$ cat src/design/ccpwm_pkg.sv
package ccpwm_pkg;
  // ----------------------------------------
  // register byte offsets
  // ----------------------------------------
  localparam logic [7:0] OFF_UNIT_CONTROL = 8'h00;
  localparam logic [7:0] OFF_MATCH_LOW = 8'h04;
  localparam logic [7:0] OFF_MATCH_HIGH = 8'h08;
  localparam logic [7:0] OFF_TIMER_LOW = 8'h0c;
  localparam logic [7:0] OFF_TIMER_HIGH = 8'h10;
  localparam logic [7:0] OFF_TIMER_CONTROL = 8'h14;
  localparam logic [7:0] OFF_PWM_BASE_COUNT = 8'h18;
  localparam logic [7:0] OFF_PWM_PERIOD_LIMIT = 8'h1c;
  localparam logic [7:0] OFF_PERIOD_TIMER_CONTROL = 8'h20;
  localparam logic [7:0] OFF_STATUS = 8'h24;
  localparam logic [7:0] OFF_EVENT_CONTROL = 8'h28;
  // ----------------------------------------
  // field positions
  // ----------------------------------------
  localparam int UC_EN_BIT = 7;
  localparam int UC_OUT_BIT = 5;
  localparam int UC_FMT_BIT = 4;
  localparam int TC_ON_BIT = 0;
  localparam int TC_EXT_BIT = 1;
  localparam int PTC_ON_BIT = 7;
  localparam int PTC_PS_LSB = 4;
  localparam int ST_EVENT_BIT = 0;
  localparam int ST_PERIOD_BIT = 1;
  localparam int EC_IRQ_EN_BIT = 0;
  localparam int EC_CONV_SEL_BIT = 1;
  // ----------------------------------------
  // reset values and counts
  // ----------------------------------------
  localparam logic [7:0] RST_UNIT_CONTROL = 8'h00;
  localparam logic [7:0] RST_PWM_PERIOD_LIMIT = 8'hff;
  localparam logic [1:0] QUARTER_LAST = 2'h3;
  localparam logic [8:0] SYS_PER_TICK = 9'h004;
  // ----------------------------------------
  // mode field encodings
  // ----------------------------------------
  typedef enum logic [3:0] {
    CCPWM_OFF = 4'h0, CCPWM_TGL_CLR = 4'h1, CCPWM_TGL = 4'h2, CCPWM_CAP_ANY = 4'h3,
    CCPWM_CAP_FALL = 4'h4, CCPWM_CAP_RISE = 4'h5, CCPWM_CAP_R4 = 4'h6, CCPWM_CAP_R16 = 4'h7,
    CCPWM_SET = 4'h8, CCPWM_CLR = 4'h9, CCPWM_PULSE = 4'ha, CCPWM_PULSE_CLR = 4'hb
  } ccpwm_mode_e;

  // capture modes sit between every-edge and every-16th
  function automatic logic ccpwm_is_capture(input logic [3:0] m);
    return (m >= CCPWM_CAP_ANY) && (m <= CCPWM_CAP_R16);
  endfunction : ccpwm_is_capture

  // pulse-width takes the whole top quarter of the code space
  function automatic logic ccpwm_is_pwm(input logic [3:0] m);
    return m[3:2] == 2'h3;
  endfunction : ccpwm_is_pwm

  function automatic logic ccpwm_is_compare(input logic [3:0] m);
    return (m != CCPWM_OFF) && !ccpwm_is_capture(m) && !ccpwm_is_pwm(m);
  endfunction : ccpwm_is_compare
endpackage : ccpwm_pkg

$ cat src/design/ccpwm_unit.sv
// Behaviour
// RULE1: software runs the 16-bit timer in timer or synchronized counter mode.
// RULE2: software never clocks that timer straight from the system clock.
// RULE3: software masks the event and clears the flag after a capture mode change.
// RULE4: quarter-rate timer holds its count in sleep; external clock keeps capture alive.
// RULE5: compare pair is checked against the 16-bit timer every cycle.
// RULE6: a match toggles, sets, clears or pulses the pin as the mode says.
// RULE7: a match sets the event flag with the pin action and may trigger conversion.
// RULE8: toggle-with-clear and pulse-with-clear zero the timer after a match.
// RULE9: writing zero to the control register drives the compare latch low.
// RULE10: if the match vanishes before the clear edge, the timer clear is skipped.
// RULE11: compare works in sleep only on a running timer; enabled events wake.
// RULE12: pulse-width mode drives a waveform of up to ten bits resolution.
// RULE13: software clocks the period timer from the quarter-rate clock.
// RULE14: period is (limit + 1) times four system clocks times the prescale ratio.
// RULE15: after count equals limit, clear count, load duty buffer, set pin unless zero.
// RULE16: no postscaler takes part in the pulse-width period.
// RULE17: duty is ten bits in the pair, aligned by format, used after next period.
// RULE18: software routes the pin, loads setup, starts the timer, then drives.
// RULE19: mode field codes disabled, compare, capture and pulse-width operations.
// RULE20: time base is count plus two low bits from clock phase or prescaler.
// RULE21: when the time base equals the buffered duty the pin goes low.
// RULE22: format one means left-aligned duty, zero means right-aligned.
// RULE23: each capture event copies the timer into the pair and sets the flag.
// RULE24: with the enable bit clear nothing captures, compares, modulates or flags; the code still sets the period timer flag on each period rollover.
`timescale 1ns/1ns
`default_nettype none
module ccpwm_unit
  import ccpwm_pkg::*;
(
  input wire logic hclk,
  input wire logic hresetn,
  input wire logic ce,
  input wire logic hsel,
  input wire logic [31:0] haddr,
  input wire logic [1:0] htrans,
  input wire logic hwrite,
  input wire logic [2:0] hsize,
  input wire logic [31:0] hwdata,
  input wire logic hready,
  output logic [31:0] hrdata,
  output logic hreadyout,
  output logic hresp,
  input wire logic sleep,
  input wire logic capture_pin,
  input wire logic timer_ext_clock_pin,
  output logic unit_pin,
  output logic conv_trigger,
  output logic wake_request
);
  // ----------------------------------------
  // state
  // ----------------------------------------
  logic [7:0] unit_control;
  logic [7:0] match_value_low;
  logic [7:0] match_value_high;
  logic [7:0] timer_count_low;
  logic [7:0] timer_count_high;
  logic [1:0] timer_control;
  logic [7:0] pwm_base_count;
  logic [7:0] pwm_period_limit;
  logic [7:0] period_timer_control;
  logic unit_event_flag;
  logic period_timer_flag;
  logic unit_event_irq_enable;
  logic conv_select;
  logic [7:0] a_addr;
  logic a_act;
  logic a_wr;
  logic [1:0] quarter;
  logic cap_s1, cap_s2, ext_s1, ext_s2, ext_s3;
  logic match_d;
  logic clr_pend;
  logic pulse_d;
  logic [8:0] sub_cnt;
  logic [9:0] duty_buf;
  logic cap_evt;

  // ----------------------------------------
  // bus decode
  // ----------------------------------------
  wire accept = hsel & htrans[1] & hready;
  wire wr_en = a_act & a_wr;
  wire wr_ctrl = wr_en && a_addr == OFF_UNIT_CONTROL;
  wire wr_mlo = wr_en && a_addr == OFF_MATCH_LOW;
  wire wr_mhi = wr_en && a_addr == OFF_MATCH_HIGH;
  wire wr_tlo = wr_en && a_addr == OFF_TIMER_LOW;
  wire wr_thi = wr_en && a_addr == OFF_TIMER_HIGH;
  wire wr_tctl = wr_en && a_addr == OFF_TIMER_CONTROL;
  wire wr_pcnt = wr_en && a_addr == OFF_PWM_BASE_COUNT;
  wire wr_plim = wr_en && a_addr == OFF_PWM_PERIOD_LIMIT;
  wire wr_pctl = wr_en && a_addr == OFF_PERIOD_TIMER_CONTROL;
  wire wr_stat = wr_en && a_addr == OFF_STATUS;
  wire wr_ectl = wr_en && a_addr == OFF_EVENT_CONTROL;
  wire [7:0] wbyte = hwdata[7:0];
  wire [7:0] status_word = {6'h00, period_timer_flag, unit_event_flag};
  wire [7:0] rd_byte =
    (a_addr == OFF_UNIT_CONTROL) ? unit_control :
    (a_addr == OFF_MATCH_LOW) ? match_value_low :
    (a_addr == OFF_MATCH_HIGH) ? match_value_high :
    (a_addr == OFF_TIMER_LOW) ? timer_count_low :
    (a_addr == OFF_TIMER_HIGH) ? timer_count_high :
    (a_addr == OFF_TIMER_CONTROL) ? {6'h00, timer_control} :
    (a_addr == OFF_PWM_BASE_COUNT) ? pwm_base_count :
    (a_addr == OFF_PWM_PERIOD_LIMIT) ? pwm_period_limit :
    (a_addr == OFF_PERIOD_TIMER_CONTROL) ? period_timer_control :
    (a_addr == OFF_STATUS) ? status_word :
    (a_addr == OFF_EVENT_CONTROL) ? {6'h00, conv_select, unit_event_irq_enable} : 8'h00;

  // ----------------------------------------
  // mode decode
  // ----------------------------------------
  wire [3:0] mode = unit_control[3:0];
  wire en = unit_control[UC_EN_BIT];
  wire fmt = unit_control[UC_FMT_BIT];
  wire cmp_on = en & ccpwm_is_compare(mode); // see RULE24
  wire pwm_on = en & ccpwm_is_pwm(mode); // see RULE19
  wire cap_on = en & ccpwm_is_capture(mode);
  wire clr_mode = (mode == CCPWM_TGL_CLR) || (mode == CCPWM_PULSE_CLR); // see RULE8

  // ----------------------------------------
  // 16-bit timer and compare
  // ----------------------------------------
  // quarter-rate tick stalls in sleep; an external clock keeps counting there
  wire q_tick = !sleep && quarter == QUARTER_LAST; // see RULE4
  wire ext_rise = ext_s2 & ~ext_s3;
  wire t_tick = timer_control[TC_ON_BIT] & (timer_control[TC_EXT_BIT] ? ext_rise : q_tick);
  wire [15:0] timer16 = {timer_count_high, timer_count_low};
  wire [15:0] match16 = {match_value_high, match_value_low};
  wire match = timer16 == match16; // see RULE5
  wire cmp_evt = cmp_on & match & ~match_d; // see RULE11
  // clear fires one edge after the event, and only if the match still holds
  wire t_clear = clr_pend & match; // see RULE10
  wire [15:0] t_inc = timer16 + 16'h0001;
  wire [15:0] next_timer = t_clear ? 16'h0000 : (t_tick ? t_inc : timer16);

  // ----------------------------------------
  // pulse-width time base
  // ----------------------------------------
  wire [2:0] ps = period_timer_control[PTC_PS_LSB +: 3];
  wire p_run = period_timer_control[PTC_ON_BIT] & ~sleep;
  wire [8:0] sub_last = (SYS_PER_TICK << ps) - 9'h001; // see RULE14
  wire sub_wrap = sub_cnt == sub_last;
  wire p_roll = p_run & sub_wrap & (pwm_base_count == pwm_period_limit); // see RULE16
  // the pin is a flop, so it looks one step ahead and falls just as the time base reaches the duty
  wire [8:0] sub_step = sub_wrap ? 9'h000 : sub_cnt + 9'h001;
  wire [7:0] base_step = sub_wrap ? pwm_base_count + 8'h01 : pwm_base_count;
  wire [8:0] sub_shift = sub_step >> ps;
  wire [9:0] next_time_base = {base_step, sub_shift[1:0]}; // see RULE20
  wire [9:0] duty_val = fmt ? {match_value_high, match_value_low[7:6]} :
                              {match_value_high[1:0], match_value_low}; // see RULE22
  wire [9:0] next_duty_buf = p_roll ? duty_val : duty_buf; // see RULE17

  // ----------------------------------------
  // pin and event sources
  // ----------------------------------------
  wire ev_set = cap_evt | cmp_evt | (pwm_on & p_roll);
  logic next_pin;
  always_comb begin
    next_pin = unit_pin;
    if (pwm_on) begin
      if (p_roll) begin
        next_pin = duty_val != 10'h000; // see RULE15
      end else if (p_run && next_time_base == duty_buf) begin
        next_pin = 1'b0; // see RULE21
      end
    end else if (wr_ctrl && wbyte == 8'h00) begin
      next_pin = 1'b0; // see RULE9
    end else if (!en || mode == CCPWM_OFF) begin
      next_pin = 1'b0;
    end else if (cmp_evt) begin
      case (mode)
        CCPWM_TGL_CLR, CCPWM_TGL: next_pin = ~unit_pin; // see RULE6
        CCPWM_SET, CCPWM_PULSE, CCPWM_PULSE_CLR: next_pin = 1'b1;
        CCPWM_CLR: next_pin = 1'b0;
        default: next_pin = unit_pin;
      endcase
    end else if (pulse_d) begin
      next_pin = 1'b0;
    end
  end

  // ----------------------------------------
  // capture edge detector
  // ----------------------------------------
  ccpwm_capture_detect u_capture (
    .hclk(hclk),
    .hresetn(hresetn),
    .ce(ce),
    .arm(cap_on),
    .mode(mode),
    .sig(cap_s2),
    .event_pulse(cap_evt)
  );

  // pin synchronisers; capture uses the second stage, the external clock edge uses the second and third
  always_ff @(posedge hclk or negedge hresetn) begin
    if (!hresetn) begin
      {cap_s1, cap_s2, ext_s1, ext_s2, ext_s3} <= 5'h00;
    end else if (ce) begin
      {cap_s1, cap_s2} <= {capture_pin, cap_s1};
      {ext_s1, ext_s2, ext_s3} <= {timer_ext_clock_pin, ext_s1, ext_s2};
    end
  end

  // bus slave: writes are zero-wait, reads stall one cycle to see fresh data
  always_ff @(posedge hclk or negedge hresetn) begin
    if (!hresetn) begin
      a_act <= 1'b0;
      a_wr <= 1'b0;
      a_addr <= 8'h00;
      hreadyout <= 1'b1;
      hrdata <= 32'h0000_0000;
      hresp <= 1'b0;
    end else if (ce) begin
      hresp <= 1'b0;
      if (a_act && !a_wr && !hreadyout) begin
        hrdata <= {24'h000000, rd_byte};
        hreadyout <= 1'b1;
        a_act <= 1'b0;
      end else begin
        a_act <= accept;
        a_wr <= hwrite;
        a_addr <= haddr[7:0] & 8'hfc;
        hreadyout <= !(accept && !hwrite);
      end
    end
  end

  // software registers
  always_ff @(posedge hclk or negedge hresetn) begin
    if (!hresetn) begin
      unit_control <= RST_UNIT_CONTROL;
      timer_control <= 2'h0;
      pwm_period_limit <= RST_PWM_PERIOD_LIMIT;
      period_timer_control <= 8'h00;
      unit_event_irq_enable <= 1'b0;
      conv_select <= 1'b0;
    end else if (ce) begin
      if (wr_ctrl) unit_control <= wbyte & 8'hdf;
      if (wr_tctl) timer_control <= wbyte[1:0];
      if (wr_plim) pwm_period_limit <= wbyte;
      if (wr_pctl) period_timer_control <= wbyte & 8'hf0;
      if (wr_ectl) {conv_select, unit_event_irq_enable} <= wbyte[1:0];
    end
  end

  // capture pair, 16-bit timer and compare sequencing
  always_ff @(posedge hclk or negedge hresetn) begin
    if (!hresetn) begin
      {match_value_high, match_value_low} <= 16'h0000;
      {timer_count_high, timer_count_low} <= 16'h0000;
      quarter <= 2'h0;
      match_d <= 1'b0;
      clr_pend <= 1'b0;
      pulse_d <= 1'b0;
    end else if (ce) begin
      if (!sleep) quarter <= quarter + 2'h1;
      if (cap_evt) begin
        {match_value_high, match_value_low} <= timer16; // see RULE23
      end else begin
        if (wr_mlo) match_value_low <= wbyte;
        if (wr_mhi) match_value_high <= wbyte;
      end
      timer_count_low <= wr_tlo ? wbyte : next_timer[7:0]; // see RULE8
      timer_count_high <= wr_thi ? wbyte : next_timer[15:8];
      match_d <= match & cmp_on;
      clr_pend <= cmp_evt & clr_mode;
      pulse_d <= cmp_evt && (mode == CCPWM_PULSE || mode == CCPWM_PULSE_CLR);
    end
  end

  // period timer and duty buffer
  always_ff @(posedge hclk or negedge hresetn) begin
    if (!hresetn) begin
      sub_cnt <= 9'h000;
      pwm_base_count <= 8'h00;
      duty_buf <= 10'h000;
    end else if (ce) begin
      duty_buf <= next_duty_buf;
      if (p_run) sub_cnt <= sub_wrap ? 9'h000 : sub_cnt + 9'h001;
      if (wr_pcnt) begin
        pwm_base_count <= wbyte;
      end else if (p_roll) begin
        pwm_base_count <= 8'h00; // see RULE15
      end else if (p_run && sub_wrap) begin
        pwm_base_count <= pwm_base_count + 8'h01;
      end
    end
  end

  // flags and outputs; a hardware set beats a same-cycle write-one clear
  always_ff @(posedge hclk or negedge hresetn) begin
    if (!hresetn) begin
      unit_event_flag <= 1'b0;
      period_timer_flag <= 1'b0;
      unit_pin <= 1'b0;
      conv_trigger <= 1'b0;
      wake_request <= 1'b0;
    end else if (ce) begin
      unit_event_flag <= ev_set | (unit_event_flag & ~(wr_stat & wbyte[ST_EVENT_BIT])); // see RULE7
      period_timer_flag <= p_roll | (period_timer_flag & ~(wr_stat & wbyte[ST_PERIOD_BIT]));
      unit_pin <= next_pin; // see RULE12
      conv_trigger <= cmp_evt & conv_select; // see RULE7
      wake_request <= (unit_event_flag | ev_set) & unit_event_irq_enable; // see RULE11
    end
  end
endmodule : ccpwm_unit
`default_nettype wire

$ cat src/design/ccpwm_capture_detect.sv
`timescale 1ns/1ns
`default_nettype none
module ccpwm_capture_detect
  import ccpwm_pkg::*;
(
  input wire logic hclk,
  input wire logic hresetn,
  input wire logic ce,
  input wire logic arm,
  input wire logic [3:0] mode,
  input wire logic sig,
  output logic event_pulse
);
  logic sig_d;
  logic [3:0] mode_d;
  logic [3:0] edge_cnt;
  logic rise;
  logic fall;
  logic hit;
  logic [3:0] cnt_last;

  // ----------------------------------------
  // edge decode
  // ----------------------------------------
  assign rise = sig & ~sig_d;
  assign fall = ~sig & sig_d;
  assign cnt_last = (mode == CCPWM_CAP_R16) ? 4'hf : 4'h3;
  assign hit = (mode == CCPWM_CAP_ANY) ? (rise | fall) :
               (mode == CCPWM_CAP_FALL) ? fall :
               (mode == CCPWM_CAP_RISE) ? rise :
               (rise && edge_cnt == cnt_last);

  // prescale count restarts on any mode change, so a new ratio starts clean
  always_ff @(posedge hclk or negedge hresetn) begin
    if (!hresetn) begin
      sig_d <= 1'b0;
      mode_d <= 4'h0;
      edge_cnt <= 4'h0;
      event_pulse <= 1'b0;
    end else if (ce) begin
      sig_d <= sig;
      mode_d <= mode;
      event_pulse <= arm & hit; // see RULE23
      if (!arm || mode != mode_d) begin
        edge_cnt <= 4'h0;
      end else if (rise) begin
        edge_cnt <= (edge_cnt == cnt_last) ? 4'h0 : edge_cnt + 4'h1;
      end
    end
  end
endmodule : ccpwm_capture_detect
`default_nettype wire

$ cat config.mk
export PLATFORM = sky130hd
export DESIGN_NAME = ccpwm_unit
export DESIGN_NICKNAME = d
export VERILOG_FILES = /design/src/design/ccpwm_pkg.sv /design/src/design/ccpwm_unit.sv /design/src/design/ccpwm_capture_detect.sv
export SDC_FILE = /design/constraint.sdc
export NUM_CORES = 1
export LEC_CHECK = 0
export BUFFER_PORTS_ARGS = -buffer_cell sky130_fd_sc_hd__buf_2
export CORE_MARGIN = 2
export CORE_UTILIZATION = 40
export DETAILED_ROUTE_END_ITERATION = 10
export PLACE_DENSITY = 0.61
export SLEW_MARGIN = 10
export SYNTH_ARGS = -nofsm -noshare
export SYNTH_HDL_FRONTEND = slang
export SYNTH_SLANG_ARGS = --single-unit
$ cat constraint.sdc
create_clock -name hclk -period 3.1 [get_ports hclk]
set_clock_uncertainty 0.05 [all_clocks]
set_input_delay 0.465 -clock hclk [delete_from_list [all_inputs] [get_ports hclk]]
set_output_delay 0.465 -clock hclk [all_outputs]
set_load 0.03 [all_outputs]
== Word-level counts from Yosys, hierarchy flattened ==
Cells that the tools add are included.
Word-level totals
  output and inout bits: 37
  register bits after elaboration: 124
Operators by class
  shift operators: 2
  multiplexer cells: 43
  equality and inequality tests: 30
  reductions and logical operators: 67
  magnitude comparators: 2
  add/sub/neg operators: 6
  bitwise operators: 40
Operators with widths (number)
  two-way mux 8 bit: 19
  two-way mux 16 bit: 2
  AND reduction 2 bit: 16
  bitwise AND 1 bit: 25
  equality test 6 x 3 -> 1 bit, second input constant: 4
  logical AND 1 bit: 23
  equality test 6 x 4 -> 1 bit, second input constant: 3
  adder 16 x 1 -> 16 bit, second input constant: 1
  equality test 16 bit: 1
  equality test 4 bit, second input constant: 4
  logical NOT 8 bit: 2
  two-way mux 4 bit: 4
  two-way mux 1 bit: 13
  equality test 4 x 3 -> 1 bit, second input constant: 3
  equality test 6 x 2 -> 1 bit, second input constant: 2
  equality test 10 bit: 1
  two-way mux 10 bit: 1
  nonzero test 10 bit: 1
  adder 9 x 1 -> 9 bit, second input constant: 1
  equality test 9 bit: 1
  logical NOT 1 bit: 9
  two-way mux 9 bit: 1
  inverter 1 bit: 9
  nonzero test 3 bit: 3
  other kinds (28): 41

== Logic depth before layout (Yosys ltp) ==
  depth after elaboration: 12
  gate-level depth with buffers: 15

== By module ==
A second synthesis with hierarchy kept.
Second synthesis, totals
  cells, all modules: 891
  area, all modules: 8023.9 µm²
By module, submodules not included
  ccpwm_unit: cells an instance 828, area an instance 7383.3 µm², times used 1
  ccpwm_capture_detect: cells an instance 63, area an instance 640.6 µm², times used 1

== Worst setup path after synthesis ==
Ideal clock, no wire load.
  path kind: reg2reg
  start: register period_timer_control[4]
  end: register unit_pin
  data required time: 2.922 ns
  arrival: 3.163 ns
  setup time: 0.128 ns
  period minus slack after synthesis: 3.341 ns
  stages on the path, launching flop included: 14
  buffers on the path: 2
  slack: -0.241 ns
  cell sequence: dfrtp_1 -> clkbuf_1 -> clkbuf_1 -> nand2_1 -> ha_1 -> xnor2_1 -> a211oi_1 -> o2111ai_2 -> a21oi_2 -> mux2_2 -> a21boi_0 -> o22ai_1 -> o31ai_1 -> mux2_1
On the way
  longest elaborated chain between the ends: 9
RTL lines
  start: declaration: RTL line ccpwm_unit.sv:62  | logic [7:0] period_timer_control;
  start signal: assignment: RTL line ccpwm_unit.sv:243  | if (wr_pctl) period_timer_control <= wbyte & 8'hf0;
  << shifter 3 x 3 -> 9 bit: RTL line ccpwm_unit.sv:142  | wire [8:0] sub_last = (SYS_PER_TICK << ps) - 9'h001;
  subtractor 9 x 1 -> 9 bit: RTL line ccpwm_unit.sv:142
  equality test 9 bit: RTL line ccpwm_unit.sv:143  | wire sub_wrap = sub_cnt == sub_last;
  two-way mux 9 bit: RTL line ccpwm_unit.sv:146  | wire [8:0] sub_step = sub_wrap ? 9'h000 : sub_cnt + 9'h001;
  right shift 9 x 3 -> 2 bit: RTL line ccpwm_unit.sv:148  | wire [8:0] sub_shift = sub_step >> ps;
  equality test 10 bit: RTL line ccpwm_unit.sv:164  | end else if (p_run && next_time_base == duty_buf) begin
  logical AND 1 bit: RTL line ccpwm_unit.sv:164
  != test 3 x 1 -> 1 bit (no line)
  AND reduction 4 bit (no line)
  end signal: assignment: RTL line ccpwm_unit.sv:303  | unit_pin <= next_pin;
  end: declaration: RTL line ccpwm_unit.sv:47  | output logic unit_pin,
Several ways; a longest one is shown, not always the timed one.
A chain may end at the register's enable or synchronous reset.

== Worst setup path in the final report ==
  start: register period_timer_control[6]
  end: register unit_pin
The elaborated chain is that of the path after synthesis.

==> flow_metrics.py <==
metrics = {
    "worst_setup_path": {
        "path_max_fanout": 6,
        "path_delay_family": "simple AND/OR/NAND/NOR gates",
        "cpPeakStageDelay_ps": 540,
        "critPathKind": "register to register",
        "critical_path_buf_inv_count": 1,
        "r2r_cells": 12,
        "required_ps": 3360,
        "cp.arrival_ps": 3460,
        "timing.rr.start": "period_timer_control[6]",
        "startpoint_type": "register",
        "worstSetupEndpointType": "register",
        "reg2reg_slack_ps": -100,
        "reg2reg_to": "unit_pin",
        "cp_slowest_cell": "or4_4",
        "path_cells": "or3_4 -> ha_4 -> nor2b_4 -> a211o_1 -> a22oi_2 -> buf_4 -> a211oi_4 -> and4b_1 -> or4_4 -> o22ai_4 -> o31ai_4 -> mux2_4",
    },
    "synth": {
        "synth_top_area_cell": "dfrtp_1",
        "synth_warnings": 0,
        "syn_area_sq_um": 7920,
        "syn_inst": 916,
        "synth_flop_cell": "dfrtp_1",
        "avgSynthCellArea_sq_um": 8.64,
        "async_flop_share_pct": 100,
        "synth_edf_count": 0,
        "synth_simple_gate_area_share_pct": 19.7,
        "synth.area.top_cells": "dfrtp_1 (36%), o21ai_0 (6.1%), mux2_2 (5.7%)",
        "muxShareOfSynthArea_pct": 8.93,
        "ys_seq_area_share_pct": 39.3,
        "synth_top_family_by_area": "simple AND/OR/NAND/NOR gates",
        "synth_seq_cells": 124,
        "synth_compound_gate_area_share_pct": 19.3,
        "synth.distinct_cells": 72,
        "synthAdderAreaFrac_pct": 1.26,
        "yosysTopAreaCellShare_pct": 36.4,
        "synth_xor_area_share_pct": 4.98,
    },
    "placed_design": {
        "place_congestion": 0.845,
        "io_buffers": 35,
        "dp_slack_ps": -265,
        "dp_hpwl_um": 16900,
    },
    "grt": {
        "antenna_found_initial": 0,
        "grt_max_degree": 71,
        "grt_pass1_vias": 6630,
        "grt_overflow_total": 0,
        "grt_pass1_wl_um": 37200,
        "grt_use_total_pct": 23.4,
    },
    "floorplanning": {
        "initial_utilization_pct": 40.7,
        "die_h_um": 145,
        "ios": 115,
        "core_area_sq_um": 19500,
        "placementRows": 51,
        "die_w_um": 145,
        "dieArea_sq_um": 20900,
    },
    "cells_and_area": {
        "antenna_cells": 0,
        "finish.utilization_pct": 48.8,
        "fin_nets": 1079,
        "areaGrowthSynthToFinish_pct": 20.0,
        "drive_above_1_share_pct": 22.5,
    },
    "clock_tree": {
        "cts_max_path_buffers": 2,
        "ctsHtreeMaxLevel": 4,
        "cts_hold_buf": 0,
        "cts_tree": "built",
        "clock-root-buffer": "clkbuf_16",
        "clock_sinks": 124,
        "clock_latency_ps": 420,
        "numCtsBuffers": 17,
        "clk_pin_slew_ps": 60,
    },
    "power_and_ir_drop": {
        "peakVddDrop_mv": 0.368,
        "p_leak_nw": 4.16,
        "p_per_area_nw_per_um2": 500,
    },
    "timing": {
        "tightest_slew_ps": 822,
        "postLayoutSetupSlackWorst_ps": -99.9,
        "fmax_ghz": 0.313,
        "setup_viol": 1,
        "finalHoldWorstSlack_ps": 21.4,
        "rsz0062_at_grt": "true",
        "maxSlewViolCount": 0,
        "slew_headroom_pct": 44.8,
        "hold_viol_final": 0,
        "min_period_over_period_pct": 103,
        "fin_setup_tns_ps": -99.9,
        "period_needed_ps": 3200,
    },
    "outcome": {
        "status": "finished, violations left",
        "violations": "negative setup slack",
    },
    "worst_hold_path": {
        "hp-class": "primary input to asynchronous set/reset pin",
    },
    "job": {
        "maxCapViolCount": 0,
    },
    "routing": {
        "viasPerCell": 5.62,
        "wirelength_um": 23400,
        "drtIter0Drc": 699,
        "wl_per_cell_um": 18.4,
        "drc": 0,
        "vias": 7149,
        "dr.pass1.iters": 5,
        "drtAntennaViolNets": 0,
    },
}
==> metal layers <==
metal  routed length, um  track usage [%]  vias up
li1                    -                -     3404
met1               10900             33.3     3475
met2               10900             37.0      243
met3                1270             3.82       27
met4                 366             6.18        0
met5                   0                0        -
==> report_power, final <==
group          leakage, nW  total, W  switching [W]  internal (W)
clock                0.310   0.00220       0.000812       0.00139
combinational         2.23  0.000730       0.000450      0.000280
sequential            1.62   0.00182      0.0000956       0.00172
total                 4.16   0.00475        0.00136       0.00339
==> synth_stat cells, types with 5 or more instances <==
| cell | instances |
|---|---|
| dfrtp_1 | 115 |
| o21ai_0 | 96 |
| nand2_1 | 81 |
| nor2_1 | 78 |
| a21oi_1 | 77 |
| clkbuf_1 | 43 |
| mux2_2 | 40 |
| nand3_1 | 34 |
| xor2_1 | 31 |
| buf_4 | 26 |
| nor3_1 | 25 |
| inv_1 | 22 |
| mux2i_1 | 20 |
| nor2b_1 | 20 |
| nor4_1 | 15 |
| xnor2_1 | 14 |
| a31oi_1 | 11 |
| and3_1 | 11 |
| dfstp_2 | 9 |
| ha_1 | 8 |
| nor3b_1 | 8 |
| a22oi_1 | 7 |
| and2_1 | 7 |
| nand4_1 | 7 |
| o31ai_1 | 7 |
| a22o_1 | 6 |
| a211oi_1 | 5 |
| buf_1 | 5 |
| buf_2 | 5 |
| nand2b_1 | 5 |
| o22ai_1 | 5 |
==> sequential cells by signal, summed over array words and instances (netlist names), 4 cells and up <==
signal and flops:
sub_cnt 9, match_value_high 8, hrdata 8, duty_buf 10, pwm_base_count 8, timer_count_low 8, timer_count_high 8, period_timer_control 4
a_addr 6, u_capture.mode_d 4, pwm_period_limit 8, match_value_low 8, u_capture.edge_cnt 4, unit_control 7
==> kinds of logic after synthesis <==
family / count (synthesis)
AOI/OAI and AO/OA: 255
xor gates and xnor gates: 45
adders and majority gates: 8
buffers and inverters: 105
DFF: 124
muxes: 63
other: 1
and+or+nand+nor: 315
==> worst max path at each step <==
stage / end / slack, ps / cells past startpoint / start
5_1_grt: unit_pin / -210 / 12 / period_timer_control[6]
3_3_place_gp: unit_pin / -250 / 11 / period_timer_control[5]
2_1_floorplan: unit_pin / -80 / 12 / period_timer_control[5]
3_5_place_dp: unit_pin / -270 / 11 / period_timer_control[5]
4_1_cts: unit_pin / -60 / 11 / period_timer_control[5]
6_report: unit_pin / -100 / 12 / period_timer_control[6]
==> layout make-up <==
cell class                 instances  area, sq um
multi-input combinational        711         4510
inverter                          24         90.1
tap                              265          332
sequential                       124         3110
clock inverter                    14          208
fill                            1841         9960
clock buffer                      18          439
timing repair buffer             115          803
==> timing repair <==
| action | in CTS | in global routing |
|---|---|---|
| endpoints found under the setup margin | 4 | 21 |
| resized for setup | 16 | 5 |
| pin swaps | 12 | 3 |
| buffers inserted | 4 | 2 |
==> stage by stage <==
stage	instances	cell area (sq um)	total power [W]
after floorplan	940	8040	0.00229
after global placement	1233	8710	0.00254
after detailed placement	1233	8710	0.00256
after CTS	1269	9450	0.00476
after global routing	1271	9500	0.00493
final	1271	9500	0.00475
==> cells in the final DEF (no fill, tap or decap), types with 13 or more instances in the layout <==
cell       Yosys  layout
clkbuf_16      0      17
xnor2_1       14      13
nor2b_1       20      19
xor2_1        31      31
mux2i_1       20      20
nor4_1        15      14
nor2_1        78      77
dfrtp_1      115     115
nand2_1       81      81
a21oi_1       77      77
nor3_1        25      25
nand3_1       34      33
mux2_2        40      39
buf_4         26      79
o21ai_0       96      93
conb_1         1      25
inv_1         22      22
buf_2          5      34
Power figures use the tool's default switching activity.
